File: src/rtl/pcd_mux_defs.vh
/*
 Constants for the port C/D alternate function override block.
 Assumes inclusion by bare name from design files.
*/
`ifndef PCD_MUX_DEFS_VH
`define PCD_MUX_DEFS_VH
`define PCD_PC_W            7
`define PCD_PD_W            8
`define PCD_RST_BIT         6
`define PCD_SCL_BIT         5
`define PCD_SDA_BIT         4
`define PCD_ADC_W           6
`define PCD_RXD_BIT         0
`define PCD_TXD_BIT         1
`define PCD_EXTI0_BIT       2
`define PCD_EXTI1_BIT       3
`define PCD_CMP2B_BIT       3
`define PCD_UCLK_BIT        4
`define PCD_CMP0B_BIT       5
`define PCD_CMP0A_BIT       6
`define PCD_SPIKE_NS        50
`define PCD_CLK_NS          8
`define PCD_PCINT_C_BASE    8
`define PCD_PCINT_D_BASE    16
`endif

File: src/rtl/pcd_spike_filter.v
/*
 Spike filter: output changes only after the input holds a new level
 for one more than the programmed number of cycles. Assumes one clock, async reset.
*/
`timescale 1ns/100ps
module pcd_spike_filter #(
    parameter CYCLES = 7,
    parameter CW     = 3
) (
    input  wire ref_clk,
    input  wire rst,
    input  wire din,
    output reg  dout
);
    reg [CW-1:0] count;

    // Count while input differs, reset count on agreement
    always @(posedge ref_clk or posedge rst) begin
        if (rst) begin
            count <= {CW{1'b0}};
            dout  <= 1'b1;
        end else if (din == dout) begin
            count <= {CW{1'b0}};
        end else if (count == CYCLES[CW-1:0]) begin
            count <= {CW{1'b0}};
            dout  <= din;
        end else begin
            count <= count + {{(CW-1){1'b0}}, 1'b1};
        end
    end
endmodule // pcd_spike_filter

File: src/rtl/pcd_mux.v
/*
 Port C and D alternate function override logic: combines port register
 values with peripheral override requests, registers the pin controls, and
 routes pin inputs to peripherals. Assumes all inputs synchronous to ref_clk.
*/
`timescale 1ns/100ps
`include "pcd_mux_defs.vh"
//
// Operation
// - Reset-disable fuse forces pull-up, input, digin
// - Two-wire enable drives bits 5,4 open drain
// - Two-wire pull-ups follow port bit and disable
// - Two-wire inputs pass through spike filters
// - Port C digin override from pin-change or analog
// - Pins map to pin-change sources 8 and 16
// - Timer0 compare A drives port D bit 6
// - Timer0 compare B drives port D bit 5
// - Timer2 compare B drives port D bit 3
// - Bits 5,4 feed timer1, timer0 count inputs
// - USART clock output overrides port D bit 4
// - Transmitter forces bit 1 output, no pull-up
// - Receiver forces bit 0 input, feeds receive data
// - Receiver pull-up follows port bit and disable
// - Ext interrupt 1 or pin-change keeps bit 3 digin
// - Ext interrupt 0 term uses group-1 enable
module pcd_mux #(
    parameter PC_W = `PCD_PC_W,
    parameter PD_W = `PCD_PD_W
) (
    input  wire            ref_clk,
    input  wire            rst,
    input  wire [PC_W-1:0] portc_output_reg,
    input  wire [PC_W-1:0] portc_direction,
    input  wire [PD_W-1:0] portd_output_reg,
    input  wire [PD_W-1:0] portd_direction,
    input  wire [PC_W-1:0] portc_pin_in,
    input  wire [PD_W-1:0] portd_pin_in,
    input  wire            global_pullup_disable,
    input  wire            reset_pin_disable_fuse,
    input  wire            two_wire_enable,
    input  wire            two_wire_clock_out,
    input  wire            two_wire_data_out,
    input  wire [5:0]      analog_digin_disable,
    input  wire            pin_change_group1_enable,
    input  wire            pin_change_group2_enable,
    input  wire [PC_W-1:0] pin_change_mask_c,
    input  wire [PD_W-1:0] pin_change_mask_d,
    input  wire            timer0_compare_a_enable,
    input  wire            timer0_compare_a_out,
    input  wire            timer0_compare_b_enable,
    input  wire            timer0_compare_b_out,
    input  wire            timer2_compare_b_enable,
    input  wire            timer2_compare_b_out,
    input  wire            usart_mode_select,
    input  wire            usart_ext_clock_out,
    input  wire            usart_transmit_enable,
    input  wire            usart_transmit_data,
    input  wire            usart_receive_enable,
    input  wire            ext_interrupt_0_enable,
    input  wire            ext_interrupt_1_enable,
    output reg  [PC_W-1:0] portc_pullup,
    output reg  [PC_W-1:0] portc_drive_enable,
    output reg  [PC_W-1:0] portc_drive_value,
    output reg  [PC_W-1:0] portc_digin_enable,
    output reg  [PD_W-1:0] portd_pullup,
    output reg  [PD_W-1:0] portd_drive_enable,
    output reg  [PD_W-1:0] portd_drive_value,
    output reg  [PD_W-1:0] portd_digin_enable,
    output reg             ext_reset_in,
    output reg             two_wire_clock_in,
    output reg             two_wire_data_in,
    output reg  [23:0]     pin_change_sources,
    output reg             timer0_count_input,
    output reg             timer1_count_input,
    output reg             usart_ext_clock_in,
    output reg             usart_receive_data,
    output reg             ext_interrupt_0,
    output reg             ext_interrupt_1
);
    localparam SPIKE_CYC = (`PCD_SPIKE_NS + `PCD_CLK_NS - 1) / `PCD_CLK_NS;

    reg  [PC_W-1:0] c_pu_en;
    reg  [PC_W-1:0] c_pu_val;
    reg  [PC_W-1:0] c_dd_en;
    reg  [PC_W-1:0] c_dd_val;
    reg  [PC_W-1:0] c_pv_en;
    reg  [PC_W-1:0] c_pv_val;
    reg  [PC_W-1:0] c_die_en;
    reg  [PC_W-1:0] c_die_val;
    reg  [PD_W-1:0] d_pu_en;
    reg  [PD_W-1:0] d_pu_val;
    reg  [PD_W-1:0] d_dd_en;
    reg  [PD_W-1:0] d_dd_val;
    reg  [PD_W-1:0] d_pv_en;
    reg  [PD_W-1:0] d_pv_val;
    reg  [PD_W-1:0] d_die_en;
    reg  [PD_W-1:0] d_die_val;
    reg  [PC_W-1:0] next_c_pu;
    reg  [PC_W-1:0] next_c_dd;
    reg  [PC_W-1:0] next_c_pv;
    reg  [PC_W-1:0] next_c_die;
    reg  [PD_W-1:0] next_d_pu;
    reg  [PD_W-1:0] next_d_dd;
    reg  [PD_W-1:0] next_d_pv;
    reg  [PD_W-1:0] next_d_die;
    wire [PC_W-1:0] c_pcm;
    wire [PD_W-1:0] d_pcm;
    wire [1:0]      tw_raw;
    wire [1:0]      tw_filt;
    wire [PC_W-1:0] c_pin_gated;
    wire [PD_W-1:0] d_pin_gated;
    genvar          gi;

    assign c_pcm = pin_change_mask_c & {PC_W{pin_change_group1_enable}};
    assign d_pcm = pin_change_mask_d & {PD_W{pin_change_group2_enable}};

    // Port C override sources
    always @* begin
        c_pu_en   = {PC_W{1'b0}};
        c_pu_val  = {PC_W{1'b0}};
        c_dd_en   = {PC_W{1'b0}};
        c_dd_val  = {PC_W{1'b0}};
        c_pv_en   = {PC_W{1'b0}};
        c_pv_val  = {PC_W{1'b0}};
        c_die_en  = c_pcm;
        c_die_val = c_pcm;
        c_die_en[`PCD_ADC_W-1:0] = c_pcm[`PCD_ADC_W-1:0] | analog_digin_disable;
        c_pu_en[`PCD_RST_BIT]   = reset_pin_disable_fuse;
        c_pu_val[`PCD_RST_BIT]  = 1'b1;
        c_dd_en[`PCD_RST_BIT]   = reset_pin_disable_fuse;
        c_die_en[`PCD_RST_BIT]  = reset_pin_disable_fuse | c_pcm[`PCD_RST_BIT];
        c_die_val[`PCD_RST_BIT] = reset_pin_disable_fuse;
        c_pu_en[`PCD_SCL_BIT]  = two_wire_enable;
        c_pu_en[`PCD_SDA_BIT]  = two_wire_enable;
        c_pu_val[`PCD_SCL_BIT] = portc_output_reg[`PCD_SCL_BIT] & ~global_pullup_disable;
        c_pu_val[`PCD_SDA_BIT] = portc_output_reg[`PCD_SDA_BIT] & ~global_pullup_disable;
        c_dd_en[`PCD_SCL_BIT]  = two_wire_enable;
        c_dd_en[`PCD_SDA_BIT]  = two_wire_enable;
        c_dd_val[`PCD_SCL_BIT] = two_wire_clock_out;
        c_dd_val[`PCD_SDA_BIT] = two_wire_data_out;
        c_pv_en[`PCD_SCL_BIT]  = two_wire_enable;
        c_pv_en[`PCD_SDA_BIT]  = two_wire_enable;
    end

    // Port D override sources
    always @* begin
        d_pu_en   = {PD_W{1'b0}};
        d_pu_val  = {PD_W{1'b0}};
        d_dd_en   = {PD_W{1'b0}};
        d_dd_val  = {PD_W{1'b0}};
        d_pv_en   = {PD_W{1'b0}};
        d_pv_val  = {PD_W{1'b0}};
        d_die_en  = d_pcm;
        d_die_val = {PD_W{1'b1}};
        d_pv_en[`PCD_CMP0A_BIT]  = timer0_compare_a_enable;
        d_pv_val[`PCD_CMP0A_BIT] = timer0_compare_a_out;
        d_pv_en[`PCD_CMP0B_BIT]  = timer0_compare_b_enable;
        d_pv_val[`PCD_CMP0B_BIT] = timer0_compare_b_out;
        d_pv_en[`PCD_UCLK_BIT]   = usart_mode_select;
        d_pv_val[`PCD_UCLK_BIT]  = usart_ext_clock_out;
        d_pv_en[`PCD_CMP2B_BIT]  = timer2_compare_b_enable;
        d_pv_val[`PCD_CMP2B_BIT] = timer2_compare_b_out;
        d_die_en[`PCD_EXTI1_BIT] = ext_interrupt_1_enable | d_pcm[`PCD_EXTI1_BIT];
        d_die_en[`PCD_EXTI0_BIT] = ext_interrupt_0_enable |
                                   (pin_change_mask_d[`PCD_EXTI0_BIT] & pin_change_group1_enable);
        d_pu_en[`PCD_TXD_BIT]  = usart_transmit_enable;
        d_dd_en[`PCD_TXD_BIT]  = usart_transmit_enable;
        d_dd_val[`PCD_TXD_BIT] = 1'b1;
        d_pv_en[`PCD_TXD_BIT]  = usart_transmit_enable;
        d_pv_val[`PCD_TXD_BIT] = usart_transmit_data;
        d_pu_en[`PCD_RXD_BIT]  = usart_receive_enable;
        d_pu_val[`PCD_RXD_BIT] = portd_output_reg[`PCD_RXD_BIT] & ~global_pullup_disable;
        d_dd_en[`PCD_RXD_BIT]  = usart_receive_enable;
    end

    // Port C override or normal value per attribute
    always @* begin
        next_c_pu  = (c_pu_en & c_pu_val) |
                     (~c_pu_en & portc_output_reg & ~portc_direction & {PC_W{~global_pullup_disable}});
        next_c_dd  = (c_dd_en & c_dd_val) | (~c_dd_en & portc_direction);
        next_c_pv  = (c_pv_en & c_pv_val) | (~c_pv_en & portc_output_reg);
        next_c_die = (c_die_en & c_die_val) | ~c_die_en;
    end

    // Port D override or normal value per attribute
    always @* begin
        next_d_pu  = (d_pu_en & d_pu_val) |
                     (~d_pu_en & portd_output_reg & ~portd_direction & {PD_W{~global_pullup_disable}});
        next_d_dd  = (d_dd_en & d_dd_val) | (~d_dd_en & portd_direction);
        next_d_pv  = (d_pv_en & d_pv_val) | (~d_pv_en & portd_output_reg);
        next_d_die = (d_die_en & d_die_val) | ~d_die_en;
    end

    assign c_pin_gated = portc_pin_in & next_c_die;
    assign d_pin_gated = portd_pin_in & next_d_die;
    assign tw_raw      = {portc_pin_in[`PCD_SCL_BIT], portc_pin_in[`PCD_SDA_BIT]};

    // Clock line on bit 1, data line on bit 0
    generate
        for (gi = 0; gi < 2; gi = gi + 1) begin : g_tw_filter
            pcd_spike_filter #(
                .CYCLES (SPIKE_CYC),
                .CW     (3)
            ) u_filter (
                .ref_clk (ref_clk),
                .rst     (rst),
                .din     (tw_raw[gi]),
                .dout    (tw_filt[gi])
            );
        end
    endgenerate

    // Registered pin controls and peripheral inputs
    always @(posedge ref_clk or posedge rst) begin
        if (rst) begin
            portc_pullup       <= {PC_W{1'b0}};
            portc_drive_enable <= {PC_W{1'b0}};
            portc_drive_value  <= {PC_W{1'b0}};
            portc_digin_enable <= {PC_W{1'b0}};
            portd_pullup       <= {PD_W{1'b0}};
            portd_drive_enable <= {PD_W{1'b0}};
            portd_drive_value  <= {PD_W{1'b0}};
            portd_digin_enable <= {PD_W{1'b0}};
            ext_reset_in       <= 1'b1;
            two_wire_clock_in  <= 1'b1;
            two_wire_data_in   <= 1'b1;
            pin_change_sources <= 24'h000000;
            timer0_count_input <= 1'b0;
            timer1_count_input <= 1'b0;
            usart_ext_clock_in <= 1'b0;
            usart_receive_data <= 1'b1;
            ext_interrupt_0    <= 1'b0;
            ext_interrupt_1    <= 1'b0;
        end else begin
            portc_pullup       <= next_c_pu;
            portc_drive_enable <= next_c_dd;
            portc_drive_value  <= next_c_pv;
            portc_digin_enable <= next_c_die;
            portd_pullup       <= next_d_pu;
            portd_drive_enable <= next_d_dd;
            portd_drive_value  <= next_d_pv;
            portd_digin_enable <= next_d_die;
            ext_reset_in       <= reset_pin_disable_fuse | portc_pin_in[`PCD_RST_BIT];
            two_wire_clock_in  <= tw_filt[1];
            two_wire_data_in   <= tw_filt[0];
            pin_change_sources <= {d_pin_gated, 1'b0,
                                   c_pin_gated, {`PCD_PCINT_C_BASE{1'b0}}};
            timer0_count_input <= d_pin_gated[`PCD_UCLK_BIT];
            timer1_count_input <= d_pin_gated[`PCD_CMP0B_BIT];
            usart_ext_clock_in <= d_pin_gated[`PCD_UCLK_BIT];
            usart_receive_data <= d_pin_gated[`PCD_RXD_BIT];
            ext_interrupt_0    <= d_pin_gated[`PCD_EXTI0_BIT];
            ext_interrupt_1    <= d_pin_gated[`PCD_EXTI1_BIT];
        end
    end
endmodule // pcd_mux

File: config.mk
export PLATFORM = sky130hd
export DESIGN_NAME = pcd_mux
export DESIGN_NICKNAME = d
export VERILOG_FILES = /design/src/rtl/pcd_spike_filter.v /design/src/rtl/pcd_mux.v
export VERILOG_INCLUDE_DIRS = /design/src /design/src/rtl
export SDC_FILE = /design/constraint.sdc
export NUM_CORES = 1
export LEC_CHECK = 0
export BUFFER_PORTS_ARGS = -buffer_cell sky130_fd_sc_hd__buf_2
export CELL_PAD_IN_SITES_DETAIL_PLACEMENT = 0
export CELL_PAD_IN_SITES_GLOBAL_PLACEMENT = 1
export CORE_MARGIN = 2
export CORE_UTILIZATION = 31
export DETAILED_ROUTE_END_ITERATION = 7
export GPL_TIMING_DRIVEN = 0
export PLACE_DENSITY = 0.77
export SLEW_MARGIN = 40
export SYNTH_ARGS = -nofsm -noshare
export SYNTH_HDL_FRONTEND = slang
export SYNTH_SLANG_ARGS = --single-unit
export TNS_END_PERCENT = 5
File: constraint.sdc
create_clock -name ref_clk -period 3.04 [get_ports ref_clk]
set_input_delay 0.304 -clock ref_clk [delete_from_list [all_inputs] [get_ports ref_clk]]
set_output_delay 0.304 -clock ref_clk [all_outputs]
set_load 0.005 [all_outputs]
Yosys cells after proc, flatten, opt, wreduce, memory -nomap -nowiden
Index checks and enable logic that the tools add are counted.
Widths: inputs -> output; s select.

storage, ports and cells
  latch bits = 0
  bits in registers = 91
  logic and storage cells = 79
  input port bits = 88
  memories kept = 0
  ROM bits = 0
  RAM bits = 0

cells by class
  divide/modulo/power cells = 0
  reduce and logical (&&, ||, !) cells = 2
  multiplexer cells = 4
  $add $sub $neg = 2
  bitwise logic cells = 46
  equal/unequal tests = 4
  shifts and indexed selects = 0
  order comparisons = 0
  $mul = 0

operators with widths
  operator             count
  $and 7x7->7          10
  $and 8x8->8          7
  $not 7->7            3
  $or 7x7->7           3
  $not 8->8            2
  $or 2x8->8           2
  $mux 3               4
  $not 2->8            1
  $not 7->8            1
  $or 7x8->8           1
  $or 8x8->8           1
  $and 7x6->7          1
  $not 6->7            1
  $add 3x1->3 const B  2
  $eq 3x3->1 const B   2
  $or 6x6->6           1
  $and 1x1->1          4
  $or 1x1->1           4
  $reduce_and 2->1     2
  $not 1->1            3
  $and 2x1->2          1
  $eq 1x1->1           2

Longest topological paths before layout
Gate-level depths: netlist (run 1).

  depth after elaboration = 5
  depth in mapped cells = 3
  depth with buffers taken out = 3

Cells and area by module
From an unflattened synthesis (run 1), not the netlist that was laid out.

second synthesis, totals
  cell total of the unflattened synthesis = 172
  area, all modules = 2686.3 um^2

modules (own cells, without submodules)
  module            instances  cells each  area an instance (um^2)
  pcd_mux           1          148         2336.0
  pcd_spike_filter  2          12          175.2

Worst setup path after synthesis (run 1)
OpenSTA, ideal clock, no wires.

  path type = reg2reg
  from = register g_tw_filter[1].u_filter.count[0]
  to = register g_tw_filter[1].u_filter.dout
  library setup time = 82 ps
  buffers on the path = 0
  period minus slack after synthesis = 1103 ps
  slack = 1937 ps
  cell stages (with the launch flop) = 4
  data required time = 2958 ps
  arrival = 1021 ps
  path through = dfrtp_1 -> ha_1 -> ha_1 -> mux2_2

between the ends
  word-level cells in the longest chain between the ends = 2

ends and longest elaborated chain
  what                               line                   text
  start, declared                    pcd_spike_filter.v:15  reg [CW-1:0] count;
  start signal, assigned             pcd_spike_filter.v:20  count <= {CW{1'b0}};
  start signal, assigned             pcd_spike_filter.v:23  count <= {CW{1'b0}};
  start signal, assigned             pcd_spike_filter.v:25  count <= {CW{1'b0}};
  $eq 3x3->1                         pcd_spike_filter.v:24  end else if (count == CYCLES[CW-1:0]) begin
  $reduce_and 2->1 (no source line)  -
  end signal, assigned               pcd_spike_filter.v:26  dout <= din;
  end, declared                      pcd_spike_filter.v:13  output reg dout

No other way between the ends.
A chain may end at the register's enable or synchronous reset.

==> results of run 1 <==
state kept, by name, summed over array words and instances, names as in the netlist:
name / count
pin_change_sources: 15
portd_drive_enable: 8
portd_drive_value: 8
portd_pullup: 8
portc_digin_enable: 7
portc_drive_enable: 7
portc_drive_value: 7
portc_pullup: 7
g_tw_filter.u_filter.count: 6
g_tw_filter.u_filter.dout: 2
ext_reset_in: 1
portd_digin_enable: 1
two_wire_clock_in: 1
two_wire_data_in: 1
usart_receive_data: 1
cells by family (layout without fill, tap and decap cells):
kind of cell	Yosys count	count (layout)
other cells	2	10
simple gates	43	43
fa+ha+maj	4	4
mux	7	7
buf+inv	23	201
flops	80	80
compound gates	9	9
xor+xnor	2	2
synthesized netlist by cell type (2+ instances only):
master	instances	share of area, %
a21boi_0	6	1.7
a21o_1	3	0.84
and2_1	3	0.70
buf_4	21	5.9
conb_1	2	0.28
dfrtp_1	74	69
dfstp_2	6	5.9
ha_1	4	1.9
mux2_2	7	2.9
nand2_1	12	1.7
nor2b_1	7	1.6
nor3b_1	13	3.6
nor3b_2	3	1.4
metal layers:
layer,up-vias,part of all wire [%],global-route usage [%]
met1,878,39,15.1
met5,-,0,0
li1,884,-,-
met3,10,7.7,3.47
met2,108,51,22.9
met4,0,2.1,5.96
worst min-delay path by stage:
stage / from / slack [ns] / end
after floorplan: portd_pin_in[0] / 0.31 / usart_receive_data
after global placement: g_tw_filter[1].u_filter.dout / 0.37 / two_wire_clock_in
after detailed placement: rst / 0.29 / pin_change_sources[21]
after CTS: portd_pin_in[5] / 0.04 / pin_change_sources[21]
after global routing: portd_pin_in[6] / 0.04 / pin_change_sources[22]
final: portd_pin_in[5] / 0.07 / pin_change_sources[21]
metrics by stage:
step | area, µm² | std cells | utilization, % | hold WS [ns]
2_1_floorplan | 2710 | 178 | - | 0.308
3_3_place_gp | 3640 | 443 | 43.9 | 0.369
3_5_place_dp | 3670 | 444 | 44.2 | 0.292
4_1_cts | 3900 | 461 | 46.9 | 0.0446
5_1_grt | 3900 | 461 | 46.9 | 0.0354
6_report | 3900 | 461 | 46.9 | 0.0652
cell type report:
type / instances / area share, %
inverter: 1 / 0.225
sequential: 80 / 51.6
clock inverter: 5 / 1.61
timing repair buffer: 162 / 21.5
buffer: 22 / 4.34
tap: 105 / 3.37
clock buffer: 11 / 3.89
multi-input combinational: 75 / 13.5
where the power goes:
group | leakage (nW) | total, mW | switching [mW] | internal [mW]
combinational | 1.03 | 0.302 | 0.132 | 0.170
clock | 0.102 | 0.808 | 0.379 | 0.429
sequential | 0.962 | 1.22 | 0.0397 | 1.18
total | 2.09 | 2.33 | 0.551 | 1.78
what timing repair did:
action                                  CTS  global route
hold endpoints to repair                 25             0
hold buffers                              1             0
endpoints found under the setup margin    0             0
==> flow_summary.ini, run 1 <==
[clock_network]
path_clk_slew_ns = 0.08
cts_tree = yes
numCtsBuffers = 9
post_cts_resized = 0
root_buffer = clkbuf_8
numClockSinks = 80
worst_skew_pair.late_latency_ns = 0.34
cts_setup_buffers = 0
htreeDepth = 3
clockBufferDepth = 2

[critical_path]
cp.depth = 2
critical_path_buf_inv_count = 2
critical_path.slowest_cell = dfrtp_1
crit_chain = buf_4 -> buf_2
path_class = register to primary output
endpoint = portd_digin_enable[3]
r2r_slack_ns = 1.89
r2r-start = g_tw_filter[0].u_filter.count[0]
crit_family = flip-flops
cp_max_fo = 8
crit_required_ns = 2.74
cp-end-kind = primary output
critPathArrivalTime_ns = 1.06
startpoint = portd_digin_enable[6]
cp-start-kind = register
r2r_cells = 3
r2r_end = g_tw_filter[0].u_filter.dout
cp_slowest_stage_delay_ns = 0.46

[die]
core_mm2 = 0.00830
row_count = 33
io_pins = 181
dieArea_mm2 = 0.00940
initial_core_util_pct = 32.3
fp.dieH_um = 96.9
die_x_um = 96.9

[grt]
track_usage_pct = 13.1
grt_pass1_wl_um = 9660
grt_max_degree = 51
antenna_found_initial = 0
grt_pass1_vias = 1983
gr-total-overflow = 0

[yosys]
ys_types = 22
ys_ff_latch = 80
synth-simple-area-share_pct = 10.2
synth_seq_area_share_pct = 75.0
synthCells = 170
syn_avg_cell_area_um2 = 15.8
synthArstFlopShare_pct = 100
syn_area_mm2 = 0.00268
synth_top_family_by_area = simple AND/OR/NAND/NOR gates
synth-compound-area-share_pct = 2.52
yosys_warnings = 0
synthMuxAreaShare_pct = 2.94
synthXorXnorAreaFrac_pct = 0.654
synth_adder_area_share_pct = 1.87
synth_edf_count = 0
ys.flop_type = dfrtp_1

[pwr]
max-vdd-ir-drop_uv = 270
power_mw = 2.33
p_per_area_mw_per_mm2 = 599
p_leak_nw = 2.09

[sta]
timing.final.crit_share_pct = 45.0
slew_viol_final = 0
hold_violations = 0
min_period_ns = 1.37
max_freq_ghz = 0.732
fin_ws_ns = 1.67
clock_skew_ns = 0.00559
rsz0062_at_grt = no
setup_viol = 0
fin_tns_setup_ns = 0

[cells_and_area]
diodes = 0
multi_input_area_um2 = 526
final_cell_mix = buf_2 (160), dfrtp_1 (74), buf_4 (21)
drive_above_1_share_pct = 61.2
n_fill_cell = 791
syn_to_final_growth_pct = 45.5
layout_commonest_cell = buf_2
final-seq-area_mm2 = 0.00201
final_nets = 443

[min_path]
whs_path_depth = 1
hold_class = input pin to register

[routing]
vias_per_cell = 4.08
dr.pass1.iters = 3
wl_per_cell_um = 12.5
drt_iter0_drc = 26
antenna_left = 0
vias = 1880
drc_errors = 0
routed_wl_um = 5770

[flow_run]
max-cap-violations = 0

[placed_design]
place_ws_ns = 1.89
io_buffers = 160
gp_congestion = 0.714
hpwl_um = 4660

[run_status]
status = complete, no violations
No activity file was read; power rests on OpenSTA's default activity.
==> inputs of run 2 (changes only) <==
CORE_UTILIZATION = 28   (was 31)
PLACE_DENSITY = 0.74   (was 0.77)
clock period = 1.2 ns   (was 3.04 ns; I/O delays follow)
==> flow_summary.ini, run 2 (synthesis results as in run 1) <==
[grt]
antenna_found_initial = 0
grt_max_degree = 28
grt_pass1_vias = 2219
gr-total-overflow = 0
grt_pass1_wl_um = 10100
track_usage_pct = 12.9

[clock_network]
cts_setup_buffers = 0
numCtsBuffers = 9
clockBufferDepth = 2
numClockSinks = 80
htreeDepth = 3
root_buffer = clkbuf_8
worst_skew_pair.late_latency_ns = 0.34
cts_tree = yes
path_clk_slew_ns = 0.09

[cells_and_area]
fin_area_mm2 = 0.00455
final_util_pct = 49.2
regMostFlops = pin_change_sources
stdcell_count = 545
final_nets = 503
largest_register_ffs = 15
diodes = 0
final_cell_mix = buf_2 (160), dfrtp_1 (73), dlygate4sd3_1 (58)
layout_commonest_cell = buf_2
syn_to_final_growth_pct = 69.9
n_fill_cell = 843
drive_above_1_share_pct = 53.1

[pwr]
p_per_area_mw_per_mm2 = 1310
max-vdd-ir-drop_uv = 538
power_mw = 5.96
p_leak_nw = 2.34

[sta]
hold_violations = 0
fin_ws_ns = 0.0256
clock_skew_ns = 0.00409
setup_viol = 0
slew_viol_final = 0
max_freq_ghz = 0.851
rsz0062_at_grt = yes
min_period_ns = 1.17
timing.final.crit_share_pct = 97.9
fin_tns_setup_ns = 0
whs_ns = 0.0173

[min_path]
hold_class = input pin to register

[flow_run]
max-cap-violations = 0

[die]
core_mm2 = 0.00924
die_x_um = 102
dieArea_mm2 = 0.0104
io_pins = 181
row_count = 35
fp.dieH_um = 102
initial_core_util_pct = 29.0

[critical_path]
cp-end-kind = primary output
cp-start-kind = register
r2r_slack_ns = 0.06
critPathArrivalTime_ns = 1.05
cp_max_fo = 8
crit_required_ns = 1.08
path_class = register to primary output

[placed_design]
io_buffers = 160
place_ws_ns = 0.0268
gp_congestion = 0.727
hpwl_um = 4750
dp_cells = 470
placed_area_mm2 = 0.00375

[routing]
vias_per_cell = 3.95
routed_wl_um = 6610
drc_errors = 0
wl_per_cell_um = 12.1
vias = 2151
antenna_left = 0
dr.pass1.iters = 4
drt_iter0_drc = 34

[run_status]
status = complete, no violations
run 2: worst paths after layout:
check / start / endpoint / cells past startpoint
worst min register to register: g_tw_filter[0].u_filter.dout / two_wire_data_in / 0
worst min-delay path: portd_output_reg[4] / portd_drive_value[4] / 2
min in group asynchronous: rst / pin_change_sources[17] / 3
max in group asynchronous: rst / g_tw_filter[1].u_filter.dout / 5
worst max-delay path: portd_digin_enable[6] / portd_digin_enable[2] / 2
worst max register to register: g_tw_filter[1].u_filter.count[0] / g_tw_filter[1].u_filter.dout / 3
run 2: power by group:
group          internal, mW  leakage (nW)  switching, mW
combinational         0.580          1.29          0.371
sequential             3.00         0.961          0.107
clock                 0.963        0.0895          0.938
total                  4.54          2.34           1.42
run 2: critical path, stage by stage, from the launching register on:
cell     delay [ns]
dfrtp_2        0.46
buf_4          0.14
buf_2          0.12
run 2: what timing repair did:
item,CTS,global route
resized for setup,1,4
setup endpoints to repair,7,10
hold buffers,57,2
endpoints found under the hold margin,75,1
run 2: final cells by class:
class | instances | area (µm²) | share of cell area (%)
inverter | 1 | 7.51 | 0.165
buffer | 22 | 169 | 3.71
clock buffer | 11 | 131 | 2.89
sequential | 80 | 2010 | 44.2
timing repair buffer | 222 | 1470 | 32.3
clock inverter | 5 | 58.8 | 1.29
multi-input combinational | 75 | 541 | 11.9
tap | 129 | 161 | 3.55
run 2: metal layers:
metal  GRT usage (%)  vias to the layer above  part of all wire [%]
met5               0                        -                     0
met4            7.07                        0                   2.5
met3            2.83                       15                   6.6
met2            23.9                      105                    52
met1            13.6                     1027                    39
li1                -                     1004                     -
